--- src/common/vim_pkg.sv ---
// Constants shared by the voltage-id monitor and its averager
package vim_pkg;
    localparam int          CLK_PERIOD_NS   = 10;
    localparam int          ID_WINDOW_NS    = 11000;
    localparam int          ID_WINDOW_CYC   = ID_WINDOW_NS / CLK_PERIOD_NS;
    localparam int          CONV_TIME_NS    = 711000;
    localparam int          CONV_CYC        = CONV_TIME_NS / CLK_PERIOD_NS;
    localparam int          ID_BITS         = 6;
    localparam int          CODE_BITS       = 10;
    localparam int          RAW_BITS        = 12;
    localparam int          AVG_COUNT       = 16;
    localparam int          AVG_SHIFT       = 4;
    localparam int          NUM_CHAN        = 5;
    localparam logic [9:0]  CODE_MAX        = 10'h3FF;
    localparam logic [9:0]  CODE_NOMINAL    = 10'h300;
    // Register offsets
    localparam logic [7:0]  VALUE_BASE_ADDR = 8'h20;
    localparam logic [7:0]  CONFIG_ONE_ADDR = 8'h40;
    localparam logic [7:0]  STATUS_TWO_ADDR = 8'h42;
    localparam logic [7:0]  ID_INPUTS_ADDR  = 8'h43;
    localparam logic [7:0]  CONFIG_TWO_ADDR = 8'h73;
    localparam logic [7:0]  INT_MASK_TWO_ADDR = 8'h75;
    // Field positions
    localparam int          SEL_BIT         = 7;
    localparam int          THLD_BIT        = 6;
    localparam int          SIXTH_ID_BIT    = 5;
    localparam int          FLAG_BIT        = 0;
    localparam int          MASK_BIT        = 0;
    localparam int          VCC5_BIT        = 7;
    localparam int          AVG_OFF_BIT     = 4;
    localparam logic [7:0]  ID_WR_MASK      = 8'hC0;
    localparam logic [7:0]  CONFIG_ONE_MASK = 8'hC0;
    localparam logic [7:0]  CONFIG_TWO_MASK = 8'h70;
    localparam logic [7:0]  REG_RESET       = 8'h00;
    localparam logic [2:0]  CHAN_SUPPLY     = 3'h2;
endpackage

--- src/common/vim_avg_if.sv ---
// Sample and result path between the monitor and its averager
interface vim_avg_if;
    logic                       sample_valid;
    logic [vim_pkg::CODE_BITS-1:0] sample_code;
    logic                       avg_off;
    logic                       result_valid;
    logic [vim_pkg::CODE_BITS-1:0] result_code;
    modport src (output sample_valid, output sample_code, output avg_off,
                 input result_valid, input result_code);
    modport avg (input sample_valid, input sample_code, input avg_off,
                 output result_valid, output result_code);
endinterface

--- src/rtl/vim_monitor.sv ---
// Voltage-id monitor, shared pin select, change alert and value registers
module vim_monitor #(
    parameter int CONV_CYCLES = vim_pkg::CONV_CYC
) (
    // Clock and reset
    input  wire logic                        clk_in,
    input  wire logic                        nrst_in,
    // Identification pins, bit 5 is the shared pin
    input  wire logic [vim_pkg::ID_BITS-1:0] id_pins_in,
    // Converter side
    input  wire logic [vim_pkg::RAW_BITS-1:0] adc_raw_in,
    input  wire logic                        supply_limit_in,
    output logic                             adc_strobe_out,
    output logic [2:0]                       adc_channel_out,
    output logic                             vcc_5v_scale_out,
    output logic                             id_threshold_low_out,
    output logic                             shared_pin_is_id_out,
    // Register access port
    input  wire logic [7:0]                  reg_addr_in,
    input  wire logic                        reg_wr_in,
    input  wire logic [7:0]                  reg_wdata_in,
    output logic [7:0]                       reg_rdata_out,
    // Alert open-drain pin
    input  wire logic                        alert_in,
    output logic                             alert_o_out,
    output logic                             alert_oe_out
);
    import vim_pkg::*;

    localparam int CW = $clog2(CONV_CYCLES);
    localparam int WW = $clog2(ID_WINDOW_CYC);

    function automatic logic [CODE_BITS-1:0] sat_code(
        input logic [RAW_BITS-1:0] raw);
        if (raw[RAW_BITS-1])
            return '0;
        else if (raw[RAW_BITS-2:0] > (RAW_BITS-1)'(CODE_MAX))
            return CODE_MAX;
        else
            return raw[CODE_BITS-1:0];
    endfunction

    vim_avg_if avg_bus ();

    // Synchronisers
    logic [ID_BITS-1:0]   meta_q, meta_d, sync_q, sync_d;
    // Change detection
    logic [ID_BITS-1:0]   snap_q, snap_d;
    logic [WW-1:0]        win_q, win_d;
    logic                 flag_q, flag_d;
    // Configuration
    logic [7:0]           id_reg_q, id_reg_d;
    logic [7:0]           cfg1_q, cfg1_d;
    logic [7:0]           cfg2_q, cfg2_d;
    logic [7:0]           mask2_q, mask2_d;
    // Conversion sequencing and values
    logic [CW-1:0]        conv_q, conv_d;
    logic                 strobe_q, strobe_d;
    logic [2:0]           chan_q, chan_d;
    logic [CODE_BITS-1:0] value_q [NUM_CHAN];
    logic [CODE_BITS-1:0] value_d [NUM_CHAN];
    logic                 sel;

    assign sel = id_reg_q[SEL_BIT];

    always_comb begin
        meta_d = id_pins_in;
        sync_d = meta_q;
    end

    // 11 us comparison window
    always_comb begin
        win_d  = win_q;
        snap_d = snap_q;
        flag_d = flag_q;
        if (win_q == WW'(ID_WINDOW_CYC - 1)) begin
            win_d  = '0;
            snap_d = sync_q;
        end else begin
            win_d = win_q + WW'(1);
        end
        flag_d = sel && (sync_q != snap_q);
    end

    // Register writes
    always_comb begin
        id_reg_d = id_reg_q;
        cfg1_d   = cfg1_q;
        cfg2_d   = cfg2_q;
        mask2_d  = mask2_q;
        if (reg_wr_in) begin
            unique case (reg_addr_in)
                ID_INPUTS_ADDR:    id_reg_d = reg_wdata_in & ID_WR_MASK;
                CONFIG_ONE_ADDR:   cfg1_d = reg_wdata_in & CONFIG_ONE_MASK;
                CONFIG_TWO_ADDR:   cfg2_d = reg_wdata_in & CONFIG_TWO_MASK;
                INT_MASK_TWO_ADDR: mask2_d = reg_wdata_in;
                default:           ;
            endcase
        end
    end

    // Conversion pacing and channel rotation
    always_comb begin
        conv_d   = conv_q;
        strobe_d = 1'b0;
        chan_d   = chan_q;
        value_d  = value_q;
        if (conv_q == CW'(CONV_CYCLES - 1)) begin
            conv_d   = '0;
            strobe_d = 1'b1;
        end else begin
            conv_d = conv_q + CW'(1);
        end
        if (avg_bus.result_valid) begin
            value_d[chan_q] = avg_bus.result_code;
            chan_d = (chan_q == 3'(NUM_CHAN - 1)) ? 3'h0 : chan_q + 3'h1;
        end
    end

    assign avg_bus.sample_valid = strobe_q;
    assign avg_bus.sample_code  = sat_code(adc_raw_in);
    assign avg_bus.avg_off      = cfg2_q[AVG_OFF_BIT];

    vim_averager u_avg (
        .clk_in  (clk_in),
        .nrst_in (nrst_in),
        .avg_io  (avg_bus)
    );

    always_ff @(posedge clk_in or negedge nrst_in) begin
        if (!nrst_in) begin
            meta_q   <= '0;
            sync_q   <= '0;
            snap_q   <= '0;
            win_q    <= '0;
            flag_q   <= 1'b0;
            id_reg_q <= REG_RESET;
            cfg1_q   <= REG_RESET;
            cfg2_q   <= REG_RESET;
            mask2_q  <= REG_RESET;
            conv_q   <= '0;
            strobe_q <= 1'b0;
            chan_q   <= '0;
            for (int i = 0; i < NUM_CHAN; i++) begin
                value_q[i] <= '0;
            end
        end else begin
            meta_q   <= meta_d;
            sync_q   <= sync_d;
            snap_q   <= snap_d;
            win_q    <= win_d;
            flag_q   <= flag_d;
            id_reg_q <= id_reg_d;
            cfg1_q   <= cfg1_d;
            cfg2_q   <= cfg2_d;
            mask2_q  <= mask2_d;
            conv_q   <= conv_d;
            strobe_q <= strobe_d;
            chan_q   <= chan_d;
            value_q  <= value_d;
        end
    end

    // Register reads
    always_comb begin
        reg_rdata_out = 8'h00;
        if (reg_addr_in >= VALUE_BASE_ADDR &&
            reg_addr_in < VALUE_BASE_ADDR + 8'(NUM_CHAN)) begin
            reg_rdata_out = value_q[3'(reg_addr_in - VALUE_BASE_ADDR)]
                                   [CODE_BITS-1:CODE_BITS-8];
        end else begin
            unique case (reg_addr_in)
                ID_INPUTS_ADDR: begin
                    reg_rdata_out[4:0] = sync_q[4:0];
                    reg_rdata_out[SIXTH_ID_BIT] =
                        sel & sync_q[SIXTH_ID_BIT];
                    reg_rdata_out[THLD_BIT] = id_reg_q[THLD_BIT];
                    reg_rdata_out[SEL_BIT]  = sel;
                end
                STATUS_TWO_ADDR:
                    reg_rdata_out[FLAG_BIT] =
                        sel ? flag_q : supply_limit_in;
                CONFIG_ONE_ADDR:   reg_rdata_out = cfg1_q;
                CONFIG_TWO_ADDR:   reg_rdata_out = cfg2_q;
                INT_MASK_TWO_ADDR: reg_rdata_out = mask2_q;
                default:           reg_rdata_out = 8'h00;
            endcase
        end
    end

    assign adc_strobe_out       = strobe_q;
    assign adc_channel_out      = chan_q;
    assign vcc_5v_scale_out     = cfg1_q[VCC5_BIT];
    assign id_threshold_low_out = id_reg_q[THLD_BIT];
    assign shared_pin_is_id_out = sel;
    assign alert_o_out          = 1'b0;
    assign alert_oe_out         = flag_q & ~mask2_q[MASK_BIT];
endmodule // vim_monitor

--- src/rtl/vim_averager.sv ---
// Conversion averager: sixteen-sample mean or single pass-through
module vim_averager
    import vim_pkg::*;
(
    // Clock and reset
    input  wire logic clk_in,
    input  wire logic nrst_in,
    // Sample path
    vim_avg_if.avg    avg_io
);
    logic [13:0]          acc_q, acc_d;
    logic [3:0]           cnt_q, cnt_d;
    logic                 vld_q, vld_d;
    logic [CODE_BITS-1:0] res_q, res_d;
    logic [13:0]          sum;

    always_comb begin
        sum   = acc_q + 14'(avg_io.sample_code);
        acc_d = acc_q;
        cnt_d = cnt_q;
        vld_d = 1'b0;
        res_d = res_q;
        if (avg_io.sample_valid) begin
            if (avg_io.avg_off) begin
                res_d = avg_io.sample_code;
                vld_d = 1'b1;
                acc_d = '0;
                cnt_d = '0;
            end else if (cnt_q == 4'(AVG_COUNT - 1)) begin
                res_d = CODE_BITS'(sum >> AVG_SHIFT);
                vld_d = 1'b1;
                acc_d = '0;
                cnt_d = '0;
            end else begin
                acc_d = sum;
                cnt_d = cnt_q + 4'h1;
            end
        end
    end

    always_ff @(posedge clk_in or negedge nrst_in) begin
        if (!nrst_in) begin
            acc_q <= '0;
            cnt_q <= '0;
            vld_q <= 1'b0;
            res_q <= '0;
        end else begin
            acc_q <= acc_d;
            cnt_q <= cnt_d;
            vld_q <= vld_d;
            res_q <= res_d;
        end
    end

    assign avg_io.result_valid = vld_q;
    assign avg_io.result_code  = res_q;
endmodule // vim_averager

--- config.mk ---
export PLATFORM = sky130hd
export DESIGN_NAME = vim_monitor
export DESIGN_NICKNAME = d
export VERILOG_FILES = /design/src/common/vim_pkg.sv /design/src/common/vim_avg_if.sv /design/src/rtl/vim_monitor.sv /design/src/rtl/vim_averager.sv
export SDC_FILE = /design/constraint.sdc
export NUM_CORES = 1
export LEC_CHECK = 0
export BUFFER_PORTS_ARGS = -buffer_cell sky130_fd_sc_hd__buf_2
export CELL_PAD_IN_SITES_DETAIL_PLACEMENT = 1
export CELL_PAD_IN_SITES_GLOBAL_PLACEMENT = 1
export CORE_UTILIZATION = 48
export DETAILED_ROUTE_END_ITERATION = 8
export GPL_TIMING_DRIVEN = 1
export PLACE_DENSITY_LB_ADDON = 0.2
export SYNTH_ARGS = -nofsm -noshare
export SYNTH_HDL_FRONTEND = slang
export SYNTH_HIERARCHICAL = 1
export SYNTH_SLANG_ARGS = --single-unit
--- constraint.sdc ---
create_clock -name clk_in -period 2.3 [get_ports clk_in]
set_input_delay 0.345 -clock clk_in [delete_from_list [all_inputs] [get_ports clk_in]]
set_output_delay 0.345 -clock clk_in [all_outputs]
set_load 0.005 [all_outputs]
* Word level (Yosys, flattened, before mapping)
Cells that the tools add are included.
Word-level totals: output and inout port bits 17, input port bits 39, logic and storage cells 82, bits in registers 145
Operators by class: equal/unequal tests 10, multiplexer cells 25, reduce and logical (&&, ||, !) cells 9, add/sub/neg operators 6, magnitude comparators 6, bitwise gates (word level) 5
Operators by type and width (count):
- 10-bit two-way mux | 7
- 50-bit bitwise mux | 1
- 8-bit by 7-bit == test with 1-bit output (second input constant) | 5
- 10-bit binary-select mux with 3-bit select | 1
- 10-bit demux with 3-bit select | 1
- 14-bit two-way mux | 2
- 7-bit case mux with 4 select lines | 1
- 17-bit by 1-bit adder with 17-bit output (second input constant) | 1
- 17-bit == test (second input constant) | 1
- 17-bit two-way mux | 1
- 14-bit by 10-bit adder with 14-bit output | 1
- 11-bit by 1-bit adder with 11-bit output (second input constant) | 1
- 11-bit == test (second input constant) | 1
- 11-bit by 10-bit > comparator with 1-bit output (second input constant) | 1
- 11-bit two-way mux | 1
- 2-bit AND reduction | 5
- 4-bit >= comparator (second input constant) | 2
- 8-bit by 6-bit >= comparator with 1-bit output (second input constant) | 1
- 8-bit by 6-bit less-than comparator with 1-bit output (second input constant) | 1
- 4-bit two-way mux | 2
- 8-bit two-way mux | 1
- 3-bit inverter with 4-bit output | 2
- 6-bit inequality test | 1
- 1-bit two-way mux | 5
- other kinds (12) | 15

* Logic depth before layout (Yosys ltp)
Gate-level depths: netlist of the first run.
depth in word-level cells 6, depth in mapped cells 12, mapped depth without buffers 11

* Modules after synthesis
Netlist of the first run, hierarchy kept.
Modules (own cells, without submodules):
- vim_monitor | cells an instance 409, sequential area each 2652.5 µm², instances 1, area each 4855.9 µm²
- vim_averager | cells an instance 192, sequential area each 725.7 µm², instances 1, area each 1783.0 µm²

* Worst setup path before layout of the first run
OpenSTA, ideal clock, no wires.
path kind in2reg, start point in adc_raw_in[10] (netlist bit), end point reg u_avg.acc_q[10], setup time 74 ps, slack -248 ps, buffers on the path 1, required time 2226 ps, stages on the path 12, arrival 2473 ps, path through clkbuf_1 -> nor2_1 -> nor2_1 -> ha_1 -> inv_1 -> fa_1 -> nand2b_1 -> a21oi_4 -> a211oi_4 -> a21o_1 -> or3_1 -> o21ai_2
Between the ends: cells in the longest elaborated chain, start to end 6
Ends and longest elaborated chain:
- start: declaration | line vim_monitor.sv:11 | input wire logic [vim_pkg::RAW_BITS-1:0] adc_raw_in,
- 11-bit by 10-bit > comparator with 1-bit output | line vim_monitor.sv:37 | else if (raw[RAW_BITS-2:0] > (RAW_BITS-1)'(CODE_MAX))
- 10-bit two-way mux | line vim_monitor.sv:37
- 10-bit two-way mux | line vim_monitor.sv:35 | if (raw[RAW_BITS-1])
- named net avg_bus.sample_code (one bit) | line vim_avg_if.sv:4 | logic [vim_pkg::CODE_BITS-1:0] sample_code;
- 14-bit by 10-bit adder with 14-bit output | line vim_averager.sv:18 | sum = acc_q + 14'(avg_io.sample_code);
- 14-bit two-way mux | line vim_averager.sv:29 | end else if (cnt_q == 4'(AVG_COUNT - 1)) begin
- 14-bit two-way mux | line vim_averager.sv:24 | if (avg_io.avg_off) begin
- end signal: assignment | line vim_averager.sv:43 | acc_q <= '0;
- end signal: assignment | line vim_averager.sv:48 | acc_q <= acc_d;
- end: declaration | line vim_averager.sv:11 | logic [13:0] acc_q, acc_d;
The timed path passes the listed nets, and every way through them passes these cells. A chain may end at the register's enable or synchronous reset.

* Final worst setup path of the first run
start point in reg_addr_in[4], end point out reg_rdata_out[5]
Between the ends: cells in the longest elaborated chain, start to end 3, elaborated cells between the ends (all ways) 9, those cells by class order compare (2); eq/ne (4); mux (2); reduce/logical (1)
Ends and longest elaborated chain:
- start: declaration | line vim_monitor.sv:19 | input wire logic [7:0] reg_addr_in,
- 8-bit by 6-bit >= comparator with 1-bit output (tied with other cells) | line vim_monitor.sv:167 | if (reg_addr_in >= VALUE_BASE_ADDR &&
- 1-bit logical AND / 7-bit case mux with 4 select lines (equally long branches) | line vim_monitor.sv:167, vim_monitor.sv:172
- 8-bit two-way mux * | line vim_monitor.sv:167
- end: declaration | line vim_monitor.sv:22 | output logic [7:0] reg_rdata_out,
Every way passes the cells marked *; elsewhere a longest branch is shown, timed or not.

==> results of run 1 <==
==> sequential cells by signal (all words and copies together), names as in the netlist, 2 cells and up <==
| name | cells |
|---|---|
| adc_channel_out | 3 |
| cfg1_q | 2 |
| cfg2_q | 3 |
| conv_q | 17 |
| id_reg_q | 2 |
| mask2_q | 8 |
| meta_q | 6 |
| snap_q | 6 |
| sync_q | 6 |
| u_avg/acc_q | 14 |
| u_avg/avg_io.result_code | 8 |
| u_avg/cnt_q | 4 |
| value_q | 40 |
| win_q | 11 |
==> per-layer routing <==
layer / vias to the layer above / track usage
met3: 31 / 0.05651
met5: - / 0
met1: 2495 / 0.3117
met4: 0 / 0.1005
li1: 2280 / -
met2: 83 / 0.4459
==> power groups by stage <==
stage,Clock [uW],Combinational (uW),Sequential [uW]
CTS,3290,366,2390
global placement,0,344,2430
detailed placement,0,359,2430
floorplan,0,192,2420
finish,3230,362,2390
global route,3380,400,2390
==> worst paths after layout <==
check                           slack, ns                        from                             end
worst max-delay path                 0.12              reg_addr_in[4]                reg_rdata_out[5]
worst min-delay path                 0.03               id_pins_in[3]             meta_q[3]$_DFF_PN0_
worst max register to register       0.17  u_avg/acc_q[0]$_DFFE_PN0P_     u_avg/acc_q[10]$_DFFE_PN0P_
worst min register to register       0.35         meta_q[3]$_DFF_PN0_             sync_q[3]$_DFF_PN0_
max in group asynchronous            1.04                     nrst_in          value_q[9]$_DFFE_PN0P_
min in group asynchronous            0.46                     nrst_in  adc_channel_out[2]$_DFFE_PN0P_
==> cells in the final DEF (no fill, tap or decap), types with 3 or more instances in the layout <==
master      instances
dfrtp_1           133
mux2_2             63
nor2_1             54
buf_2              52
nand2_1            32
buf_4              27
xnor2_1            25
inv_1              24
nand3_1            23
o21ai_0            22
a21oi_1            21
and3_1             17
clkbuf_16          17
mux2i_1            16
ha_1               14
o22ai_1            13
xor2_1             12
o21ai_1             9
nor3_1              8
a22oi_1             8
bufinv_16           7
nand4_1             5
nor2b_1             5
nand2b_1            5
a21o_1              5
o211ai_1            4
nor3b_1             4
o21a_1              4
clkinvlp_4          3
==> through the flow <==
stage                     cell area, sq um  instances
after detailed placement              7193        831
final                                 7908        864
after CTS                             7908        864
after floorplan                       6576        593
after global placement                7193        831
after global routing                  7908        864
==> area by class of cell <==
cell class              count  area [sq um]
inverters                  24         90.09
well taps                 176         220.2
clock inverters            13         251.5
fillers                  1442          5388
flip-flops and latches    133          3328
multi-input cells         418          3072
repair buffers             81         493.0
clock buffers              19         452.9
==> critical path, delay by kind of cell <==
kind	cells	cell delay, ns
AOI/OAI and AO/OA	2	0.32
buffers and inverters	2	0.28
and+or+nand+nor	2	0.88
==> parameters.txt, run 1 <==
Parameter                              Value

Die
  Die W    118.8 microns
  Overall die area    14120 sq um
  Number of core rows    42
  Number of top-level pins    56
  Core area    13300 sq um
  Starting Density    0.4928
  Die height    118.8 microns

Drt
  DRC viols    0
  Top metal layer carrying routed signals    met4
  WL met1    7192 microns
  Detailed route wirelength on metal3    between 400 and 500 microns
  Routed wirelength normalized by instance count    19.22 microns
  Final Routed Wirelength    16600 microns
  Drt first-iter violations    219
  Number of vias per cell after detailed routing    5.659
  Number of nets with antenna violations after routing    0
  DRT Pass-1 Iters    4
  Via Count    slightly below 5000
  Met2 Routed Length    8562 microns

Placed design
  Detailed-placement wirelength estimate    approximately 11000 microns
  Final weighted congestion in routability-driven placement    about 0.81
  Count of input and output buffers    53
  Post-place setup slack    -0.1276 ns

Timing
  Achievable clock frequency    459.7 MHz
  Final Hold Slack    0.03182 ns
  Least setup slack across all paths after layout    roughly 0.12 ns
  Slew @ Worst Pin    roughly 0.55 ns
  Skew final    0.009134 ns
  Number of slew-limit violations in the final report    0
  Setup TNS    0 ns
  # setup viols final    0
  Share of the clock period used by the worst path    0.9458
  Clock period minus final worst setup slack    2.175 ns
  Unrepaired setup endpoints after global routing    false
  Worst slew slack as a fraction of its limit    0.6312
  Fin. Hold Viols    0

Power
  Internal power component    between 4000 and 5000 uW
  PD cells    756.8 nW/um^2
  Portion of total power attributed to the clock network    0.540
  Worst voltage drop across the vdd grid    0.5562 mV
  Sequential share of power    0.400
  NetSw    1276 uW
  Leakage    0.003774 uW
  Power after layout    5985 uW
  Switching part of the total power    0.2132
  Comb pwr share    0.060

Clock tree
  TritonCTS clock tree    yes
  Number of H-tree branching levels    4
  Clock root cell    clkbuf_16
  Post-cts hold buffer count    1
  Clock latency at the later pin of the worst-skew pair    0.42 ns
  Max Root-Sink Buffers    2
  Number of buffers inserted during clock tree synthesis    17
  Num Clock Sinks    around 130
  Worst-path clk slew    0.05 ns
  Total setup buffers inserted after CTS    0
  Post-cts sizing count    0

Worst setup path
  Length in cells of the worst reg-to-reg path    9
  Required arrival time at the worst endpoint    1.96 ns
  Arrival @ worst endpoint    around 1.8 ns
  Peak per-stage delay on the critical path    0.58 ns
  Library cell contributing the largest single delay on the critical path    or4b_4
  Critical Path End Type    output pin
  Top fanout value on the critical path    6
  Launching element type of the critical path    input pin
  Startpoint-to-endpoint class of the critical path    input pin to output pin
  Cell breakdown of the critical path    buf_2 -> or4b_4 -> nor2_2 -> a32oi_1 -> o21ai_0 -> buf_2
  Cell repeated most along the worst path    buf_2

Synthesis
  Count of warnings emitted by yosys    6
  Total nets after synthesis    about 650
  Mean instance size in the synthesized netlist    11.05 sq um
  Synthesized instance count    593
  Netlist area before placement    6553 sq um

Hold path
  Type of the worst min-delay path    input pin to flip-flop
  Worst Hold Depth    1

GRT
  Tot GR Track Use    0.2573
  Vias in the first global route    approximately 5400
  Number of antenna violations at the first check in global routing    0
  Wire length of the first global-routing pass    ~28000 microns
  Global-route congestion overflow total    0
  Largest net degree at the start of global routing    65

Finish
  Final standard cell utilization of the core    0.5948
  Post-synthesis to final-layout area growth    20.68%
  Final-stage net count    730
  Antenna cell count    0
  Share of post-route cells with drive strength above 1    0.2834

Job
  Maximum capacitance violations    0

Outcome
  Result of the run    complete, no violations
Power figures use the tool's default switching activity.
==> run 2: changes to the inputs <==
--- a/config.mk
+++ b/config.mk
@@ -8,11 +8,10 @@
 export BUFFER_PORTS_ARGS = -buffer_cell sky130_fd_sc_hd__buf_2
 export CELL_PAD_IN_SITES_DETAIL_PLACEMENT = 1
 export CELL_PAD_IN_SITES_GLOBAL_PLACEMENT = 1
-export CORE_UTILIZATION = 48
+export CORE_UTILIZATION = 45
 export DETAILED_ROUTE_END_ITERATION = 8
 export GPL_TIMING_DRIVEN = 1
 export PLACE_DENSITY_LB_ADDON = 0.2
 export SYNTH_ARGS = -nofsm -noshare
 export SYNTH_HDL_FRONTEND = slang
-export SYNTH_HIERARCHICAL = 1
 export SYNTH_SLANG_ARGS = --single-unit
==> run 2 against run 1 <==
Effect of this change:
- global-route usage is 0.91 points lower
- utilization down 3.2 points
- die area up 6.0%
- final area is 0.43% lower
- critical endpoint is now reg_rdata_out[7]
- highest routed layer unchanged
==> parameters.txt, run 2 <==
Parameter                              Value

Synthesis
  Mean instance size in the synthesized netlist    11.20 sq um (+1.3%)
  Most area-consuming cells after synthesis    dfrtp_1 51%, mux2_2 9.7%, nor2_1 3.0%
  Async S/R FF share, synth    1.000
  Share of the yosys chip area belonging to registers    0.5107
  Total nets after synthesis    637 (-1.7%)
  Count of warnings emitted by yosys    0 (-6)
  Cell with the most instances after synthesis    dfrtp_1
  Synth top cells by count    133 x dfrtp_1, 56 x mux2_2, 52 x nor2_1, 48 x nand2_1, 29 x nand3_1
  FF+latch count, synth    between 100 and 150
  Number of distinct library cells after synthesis    68
  Netlist area before placement    6518 sq um (-0.53%)
  Synthesized instance count    582 (-1.9%)
  Top FF cell, synth    dfrtp_1
  Cell type with the largest total area after synthesis    dfrtp_1
  Post-synth top area share    0.5107
  EDFF count, synth    0

Timing
  Share of the clock period used by the worst path    0.9645 (+0.01876)
  Fin. Hold Viols    0 (unchanged)
  Slew @ Worst Pin    0.5053 ns (-0.04790 ns)
  Least setup slack across all paths after layout    0.08161 ns (-0.04314 ns)
  Setup TNS    0 ns (unchanged)
  Skew final    0.009099 ns (-0.00003578 ns)
  Achievable clock frequency    450.8 MHz (-1.9%)
  Unrepaired setup endpoints after global routing    false
  Worst slew slack as a fraction of its limit    0.6586 (+0.02734)
  # setup viols final    0 (unchanged)
  Final Hold Slack    0.02556 ns (-0.006263 ns)
  Clock period minus final worst setup slack    2.218 ns (+0.04314 ns)
  Number of slew-limit violations in the final report    0 (unchanged)

GRT
  Global-route congestion overflow total    0 (unchanged)
  Vias in the first global route    5410 (-0.42%)
  Wire length of the first global-routing pass    28060 microns (+1.1%)
  Tot GR Track Use    0.2482 (-0.009083)
  Largest net degree at the start of global routing    54 (-17%)
  Number of antenna violations at the first check in global routing    0 (unchanged)

Placed design
  Count of input and output buffers    53 (unchanged)
  Detailed-placement wirelength estimate    11340 microns (-0.56%)
  Placed cell count    833 (+0.24%)
  Final weighted congestion in routability-driven placement    0.8500 (+4.7%)
  Post-place setup slack    -0.1820 ns (-0.05442 ns)
  Placed cell area    7271 sq um (+1.1%)

Worst setup path
  Library cell contributing the largest single delay on the critical path    mux4_2
  Length in cells of the worst reg-to-reg path    10 (+1)
  Reg2reg setup slack    0.13 ns (-0.04 ns)
  Startpoint-to-endpoint class of the critical path    flip-flop to output pin
  Top fanout value on the critical path    2 (-4)
  Capturing point of the worst reg2reg path    u_avg.avg_io.result_code[6]$_DFFE_PN0P_
  Arrival @ worst endpoint    1.87 ns (+0.04 ns)
  Required arrival time at the worst endpoint    1.96 ns (about the same)
  Crit Reg-Reg Startpoint    u_avg.acc_q[0]$_DFFE_PN0P_
  Launching element type of the critical path    flip-flop
  Critical Path End Type    output pin
  Peak per-stage delay on the critical path    0.46 ns (-0.12 ns)
  Cell breakdown of the critical path    mux4_2 -> nor2b_1 -> a21oi_1 -> o21ai_1 -> buf_2

Job
  Maximum capacitance violations    0 (unchanged)

Hold path
  Worst min-delay path endpoint    meta_q[5]$_DFF_PN0_
  Worst Hold Depth    1 (unchanged)
  Hold path startpoint    id_pins_in[5]
  Type of the worst min-delay path    input pin to flip-flop

Finish
  Largest Register    value_q
  Final cell area excluding filler cells    7874 sq um (-0.43%)
  Leading registers by flop count    value_q (40), conv_q (17), u_avg.acc_q (14)
  Highest-count cells in the layout ignoring fill and taps    132 x dfrtp_1, 56 x mux2_2, 52 x buf_2, 51 x nor2_1, 48 x nand2_1
  Number of flip-flops in the largest register    40 (unchanged)
  Fin cells    867 (+0.35%)
  Final-stage net count    729 (-0.14%)
  Antenna cell count    0 (unchanged)
  Most common cell after layout, fill and taps aside    dfrtp_1
  Post-synthesis to final-layout area growth    20.81%
  Fill cell instance count of the final layout    1488 (+3.2%)
  Share of post-route cells with drive strength above 1    0.3144 (+0.03098)

Die
  Number of core rows    43 (+2.4%)
  Die height    122.3 microns (+3.0%)
  Number of top-level pins    56 (unchanged)
  Core area    13990 sq um (+5.2%)
  Overall die area    14970 sq um (+6.0%)
  Starting Density    0.4659 (-0.02693)
  Die W    122.3 microns (+3.0%)

Clock tree
  Number of buffers inserted during clock tree synthesis    17 (unchanged)
  Number of H-tree branching levels    4 (unchanged)
  Num Clock Sinks    133 (unchanged)
  Clock latency at the later pin of the worst-skew pair    0.42 ns (about the same)
  Clock root cell    clkbuf_16
  TritonCTS clock tree    yes
  Worst-path clk slew    0.06 ns (about the same)
  Max Root-Sink Buffers    2 (unchanged)

Drt
  Number of vias per cell after detailed routing    5.612 (-0.81%)
  Via Count    4866 (-0.47%)
  Number of nets with antenna violations after routing    0 (unchanged)
  Final Routed Wirelength    16690 microns (+0.50%)
  Routed wirelength normalized by instance count    19.24 microns (+0.15%)
  Drt first-iter violations    266 (+21%)
  DRC viols    0 (unchanged)
  DRT Pass-1 Iters    5 (+1)

Power
  PD cells    689.0 nW/um^2 (-9.0%)
  Worst voltage drop across the vdd grid    0.5239 mV (-5.8%)
  Leakage    0.003769 uW (-0.15%)

Outcome
  Result of the run    complete, no violations
[run 2: routing by layer]
metal  wire [microns]  up-vias  global-route usage
met5                0        -                   0
met4              303        0             0.08689
met3              513       24             0.05669
met2             8580       86              0.4224
met1             7286     2503              0.3089
li1                 -     2253                   -
[run 2: cell families (layout without fill, tap and decap cells)]
group	after synthesis	in the layout	synth area share
simple gates	195	195	0.1524
flops	133	133	0.5107
compound gates	98	98	0.1004
mux	68	68	0.1305
xor+xnor	38	38	0.05107
buf+inv	33	138	0.02246
fa+ha+maj	16	16	0.03187
other cells	1	1	0.0005754
[run 2: report_power, final]
part | internal [uW] | switching (uW)
Clock | 1520 | 1070
Combinational | 190 | 245
Sequential | 2370 | 24.4
[run 2: metrics by stage]
step,util,total power [uW]
floorplan,-,2643
global placement,0.5198,2843
detailed placement,0.5198,2859
CTS,0.5611,5477
global route,0.5629,5618
finish,0.5629,5425
[run 2: layout make-up]
class                   count  area [sq um]  area share
repair buffers             94         606.8     0.07707
multi-input cells         416          3100      0.3938
clock buffers              18         439.2     0.05578
clock inverters            14         127.6     0.01621
well taps                 180         225.2     0.02860
flip-flops and latches    133          3329      0.4229
inverters                  12         45.04    0.005721
[run 2: worst max-delay path by stage]
stage / start / end / cells past startpoint
floorplan: adc_raw_in[11] / u_avg.avg_io.result_code[8]$_DFFE_PN0P_ / 11
global placement: adc_raw_in[11] / u_avg.acc_q[10]$_DFFE_PN0P_ / 11
detailed placement: adc_raw_in[10] / u_avg.avg_io.result_code[7]$_DFFE_PN0P_ / 11
CTS: value_q[15]$_DFFE_PN0P_ / reg_rdata_out[3] / 5
global route: u_avg.acc_q[0]$_DFFE_PN0P_ / u_avg.avg_io.result_code[6]$_DFFE_PN0P_ / 10
finish: value_q[19]$_DFFE_PN0P_ / reg_rdata_out[7] / 5
[run 2: timing repair]
item / CTS / global route
endpoints found under the hold margin: 49 / 0
cloned: 0 / 0
resized for setup: 1 / 7
setup endpoints to repair: 1 / 5
setup buffers: 0 / 1
pin swaps: 0 / 1
hold buffers: 1 / 0
[run 2: critical path: cells and delay by family, from the launching register on]
kind / cells / cell delay [ns]
AO/OA/AOI/OAI: 2 / 0.31
AND/OR/NAND/NOR: 1 / 0.14
buffers and inverters: 1 / 0.15
flip-flops: 1 / 0.38
multiplexers: 1 / 0.46
==> run 3: changes to the inputs <==
--- a/config.mk
+++ b/config.mk
@@ -8,10 +8,13 @@
 export BUFFER_PORTS_ARGS = -buffer_cell sky130_fd_sc_hd__buf_2
 export CELL_PAD_IN_SITES_DETAIL_PLACEMENT = 1
 export CELL_PAD_IN_SITES_GLOBAL_PLACEMENT = 1
+export CORE_ASPECT_RATIO = 0.6
+export CORE_MARGIN = 2
 export CORE_UTILIZATION = 45
 export DETAILED_ROUTE_END_ITERATION = 8
 export GPL_TIMING_DRIVEN = 1
 export PLACE_DENSITY_LB_ADDON = 0.2
 export SYNTH_ARGS = -nofsm -noshare
 export SYNTH_HDL_FRONTEND = slang
+export SYNTH_HIERARCHICAL = 1
 export SYNTH_SLANG_ARGS = --single-unit
==> run 3 against run 2 <==
Effect of this change:
- worst hold slack gained 0.012 ns
- first-iteration DRC count shrank 14%
- fmax grew 1.9%
- critical path type is now input pin to output pin
- critical endpoint unchanged
- highest routed layer is now met5
==> parameters.txt, run 3 (synthesis gave the netlist of run 1 again) <==
Parameter                              Value

Outcome
  Result of the run    complete, no violations

Power
  Internal power component    4281 uW (+4.9%)
  Portion of total power attributed to the clock network    0.501 (+0.023)
  Leakage    0.003757 uW (-0.32%)
  Worst voltage drop across the vdd grid    0.4000 mV (-24%)
  NetSw    1271 uW (-5.4%)
  PD cells    704.0 nW/um^2 (+2.2%)
  Comb pwr share    0.068 (-0.012)
  Switching part of the total power    0.2290 (-0.01862)
  Sequential share of power    0.430 (-0.012)

Timing
  Final Hold Slack    0.03792 ns (+0.01237 ns)
  Unrepaired setup endpoints after global routing    false
  Number of slew-limit violations in the final report    0 (unchanged)
  Skew final    0.007782 ns (-0.001317 ns)
  # setup viols final    0 (unchanged)
  Worst slew slack as a fraction of its limit    0.6079 (-0.05062)
  Achievable clock frequency    459.4 MHz (+1.9%)
  Least setup slack across all paths after layout    0.1231 ns (+0.04152 ns)
  Clock period minus final worst setup slack    2.177 ns (-0.04152 ns)
  Slew @ Worst Pin    0.5881 ns (+0.08281 ns)
  Fin. Hold Viols    0 (unchanged)
  Share of the clock period used by the worst path    0.9465 (-0.01805)

Die
  Starting Density    0.4557 (-0.01021)
  Number of core rows    34 (-21%)
  Core area    14380 sq um (+2.8%)
  Overall die area    15570 sq um (+4.0%)
  Die W    159.8 microns (+31%)
  Die height    97.47 microns (-20%)
  Number of top-level pins    56 (unchanged)

Drt
  DRC viols    0 (unchanged)
  Final Routed Wirelength    17410 microns (+4.3%)
  Number of vias per cell after detailed routing    5.491 (-2.2%)
  Number of nets with antenna violations after routing    0 (unchanged)
  DRT Pass-1 Iters    5 (unchanged)
  Drt first-iter violations    228 (-14%)
  Via Count    4898 (+0.66%)
  Routed wirelength normalized by instance count    19.51 microns (+1.4%)

Worst setup path
  Top fanout value on the critical path    5 (+3)
  Worst setup startpoint    reg_addr_in[4]
  Crit Reg-Reg Startpoint    u_avg/acc_q[0]$_DFFE_PN0P_
  Launching element type of the critical path    input pin
  Startpoint-to-endpoint class of the critical path    input pin to output pin
  Required arrival time at the worst endpoint    1.96 ns (about the same)
  Reg2reg setup slack    0.16 ns (+0.03 ns)
  Arrival @ worst endpoint    1.83 ns (-0.04 ns)
  Critical Path End Type    output pin

Placed design
  Count of input and output buffers    53 (unchanged)
  Final weighted congestion in routability-driven placement    0.8320 (-2.1%)
  Post-place setup slack    -0.1566 ns (+0.02540 ns)
  Detailed-placement wirelength estimate    12530 microns (+10%)
  Placed cell count    858 (+3.0%)

Finish
  Fill cell instance count of the final layout    1584 (+6.5%)
  Fin cells    892 (+2.9%)
  Highest-count cells in the layout ignoring fill and taps    133 x dfrtp_1, 63 x mux2_2, 54 x nor2_1, 52 x buf_2
  Largest Register    value_q
  Post-synthesis to final-layout area growth    20.36%
  Final-stage net count    735 (+0.82%)
  Share of post-route cells with drive strength above 1    0.2886 (-0.02581)
  Most common cell after layout, fill and taps aside    dfrtp_1
  Final standard cell utilization of the core    0.5485 (-0.01441)
  Leading registers by flop count    value_q (40), conv_q (17), u_avg/acc_q (14)
  Number of flip-flops in the largest register    40 (unchanged)

Hold path
  Type of the worst min-delay path    input pin to flip-flop
  Hold path startpoint    id_pins_in[2]

GRT
  Number of antenna violations at the first check in global routing    2 (+2)
  Vias in the first global route    5408 (-0.037%)
  Wire length of the first global-routing pass    28950 microns (+3.1%)
  Global-route congestion overflow total    0 (unchanged)
  Largest net degree at the start of global routing    89 (+65%)
  Tot GR Track Use    0.2399 (-0.008312)

Clock tree
  Worst-path clk slew    0.06 ns (about the same)
  Max Root-Sink Buffers    2 (unchanged)
  Clock root cell    clkbuf_16
  Clock latency at the later pin of the worst-skew pair    0.41 ns (about the same)
  TritonCTS clock tree    yes
  Number of buffers inserted during clock tree synthesis    17 (unchanged)
  Num Clock Sinks    133 (unchanged)
  Number of H-tree branching levels    4 (unchanged)

Job
  Maximum capacitance violations    0 (unchanged)
[run 3: changes by cell type in the layout (fill, tap and decap cells not counted), moves of 8 or more]
| cell | delta |
|---|---|
| nor2b_1 | -9 |
| mux2i_1 | +12 |
| inv_1 | +12 |
| nand2_1 | -16 |
| o22ai_1 | +12 |
| mux4_2 | -8 |
[run 3: routing by layer]
| layer | wire, microns | track usage | part of all wire | vias to the layer above |
|---|---|---|---|---|
| met5 | 15 | 0 | 0.00086 | - |
| met4 | 173 | 0.06999 | 0.0099 | 2 |
| met3 | 611 | 0.05335 | 0.035 | 18 |
| met2 | 7989 | 0.3673 | 0.46 | 65 |
| met1 | 8617 | 0.3440 | 0.50 | 2511 |
| li1 | - | - | - | 2302 |
[run 3: what timing repair did]
| action | 4_1_cts | 5_1_grt |
|---|---|---|
| hold endpoints to repair | 21 | 0 |
| endpoints found under the setup margin | 0 | 1 |
| resized for setup | 0 | 1 |
| hold buffers | 1 | 0 |
| buffers inserted | 0 | 0 |
[run 3: final timing paths]
check	endpoint	cells after the start
setup / recovery	reg_rdata_out[7]	6
setup reg to reg	u_avg/acc_q[10]$_DFFE_PN0P_	9
hold / removal	meta_q[2]$_DFF_PN0_	1
hold reg to reg	sync_q[2]$_DFF_PN0_	0
max in group asynchronous	value_q[33]$_DFFE_PN0P_	3
min in group asynchronous	value_q[24]$_DFFE_PN0P_	3
[run 3: stage by stage]
| stage | cell area (sq um) | total power, uW | TNS (ns) |
|---|---|---|---|
| 2_1_floorplan | 6576 | 2615 | 0 |
| 3_3_place_gp | 7258 | 2790 | -0.4339 |
| 3_5_place_dp | 7258 | 2807 | -1.015 |
| 4_1_cts | 7879 | 5611 | 0 |
| 5_1_grt | 7886 | 5757 | 0 |
| 6_report | 7886 | 5552 | 0 |
[run 3: power by group through the flow]
stage / Sequential (uW) / Clock (uW) / Combinational [uW]
CTS: 2390 / 2840 / 382
detailed placement: 2430 / 0 / 377
finish: 2390 / 2780 / 380
global placement: 2430 / 0 / 362
global route: 2390 / 2940 / 422
floorplan: 2420 / 0 / 192
[run 3: final cells by class]
cell class,instances,area [sq um],area share
inverters,24,90.09,0.01142
diodes,1,2.502,0.0003173
flip-flops and latches,133,3328,0.4220
well taps,198,247.7,0.03141
clock buffers,20,456.7,0.05791
multi-input cells,418,3077,0.3901
clock inverters,12,153.9,0.01951
repair buffers,86,530.5,0.06727
[run 3: critical path, stage by stage]
cell and delay (ns):
buf_2 0.13, or4b_4 0.58, nor4_4 0.30, a22oi_1 0.19, o211ai_1 0.14, buf_2 0.15
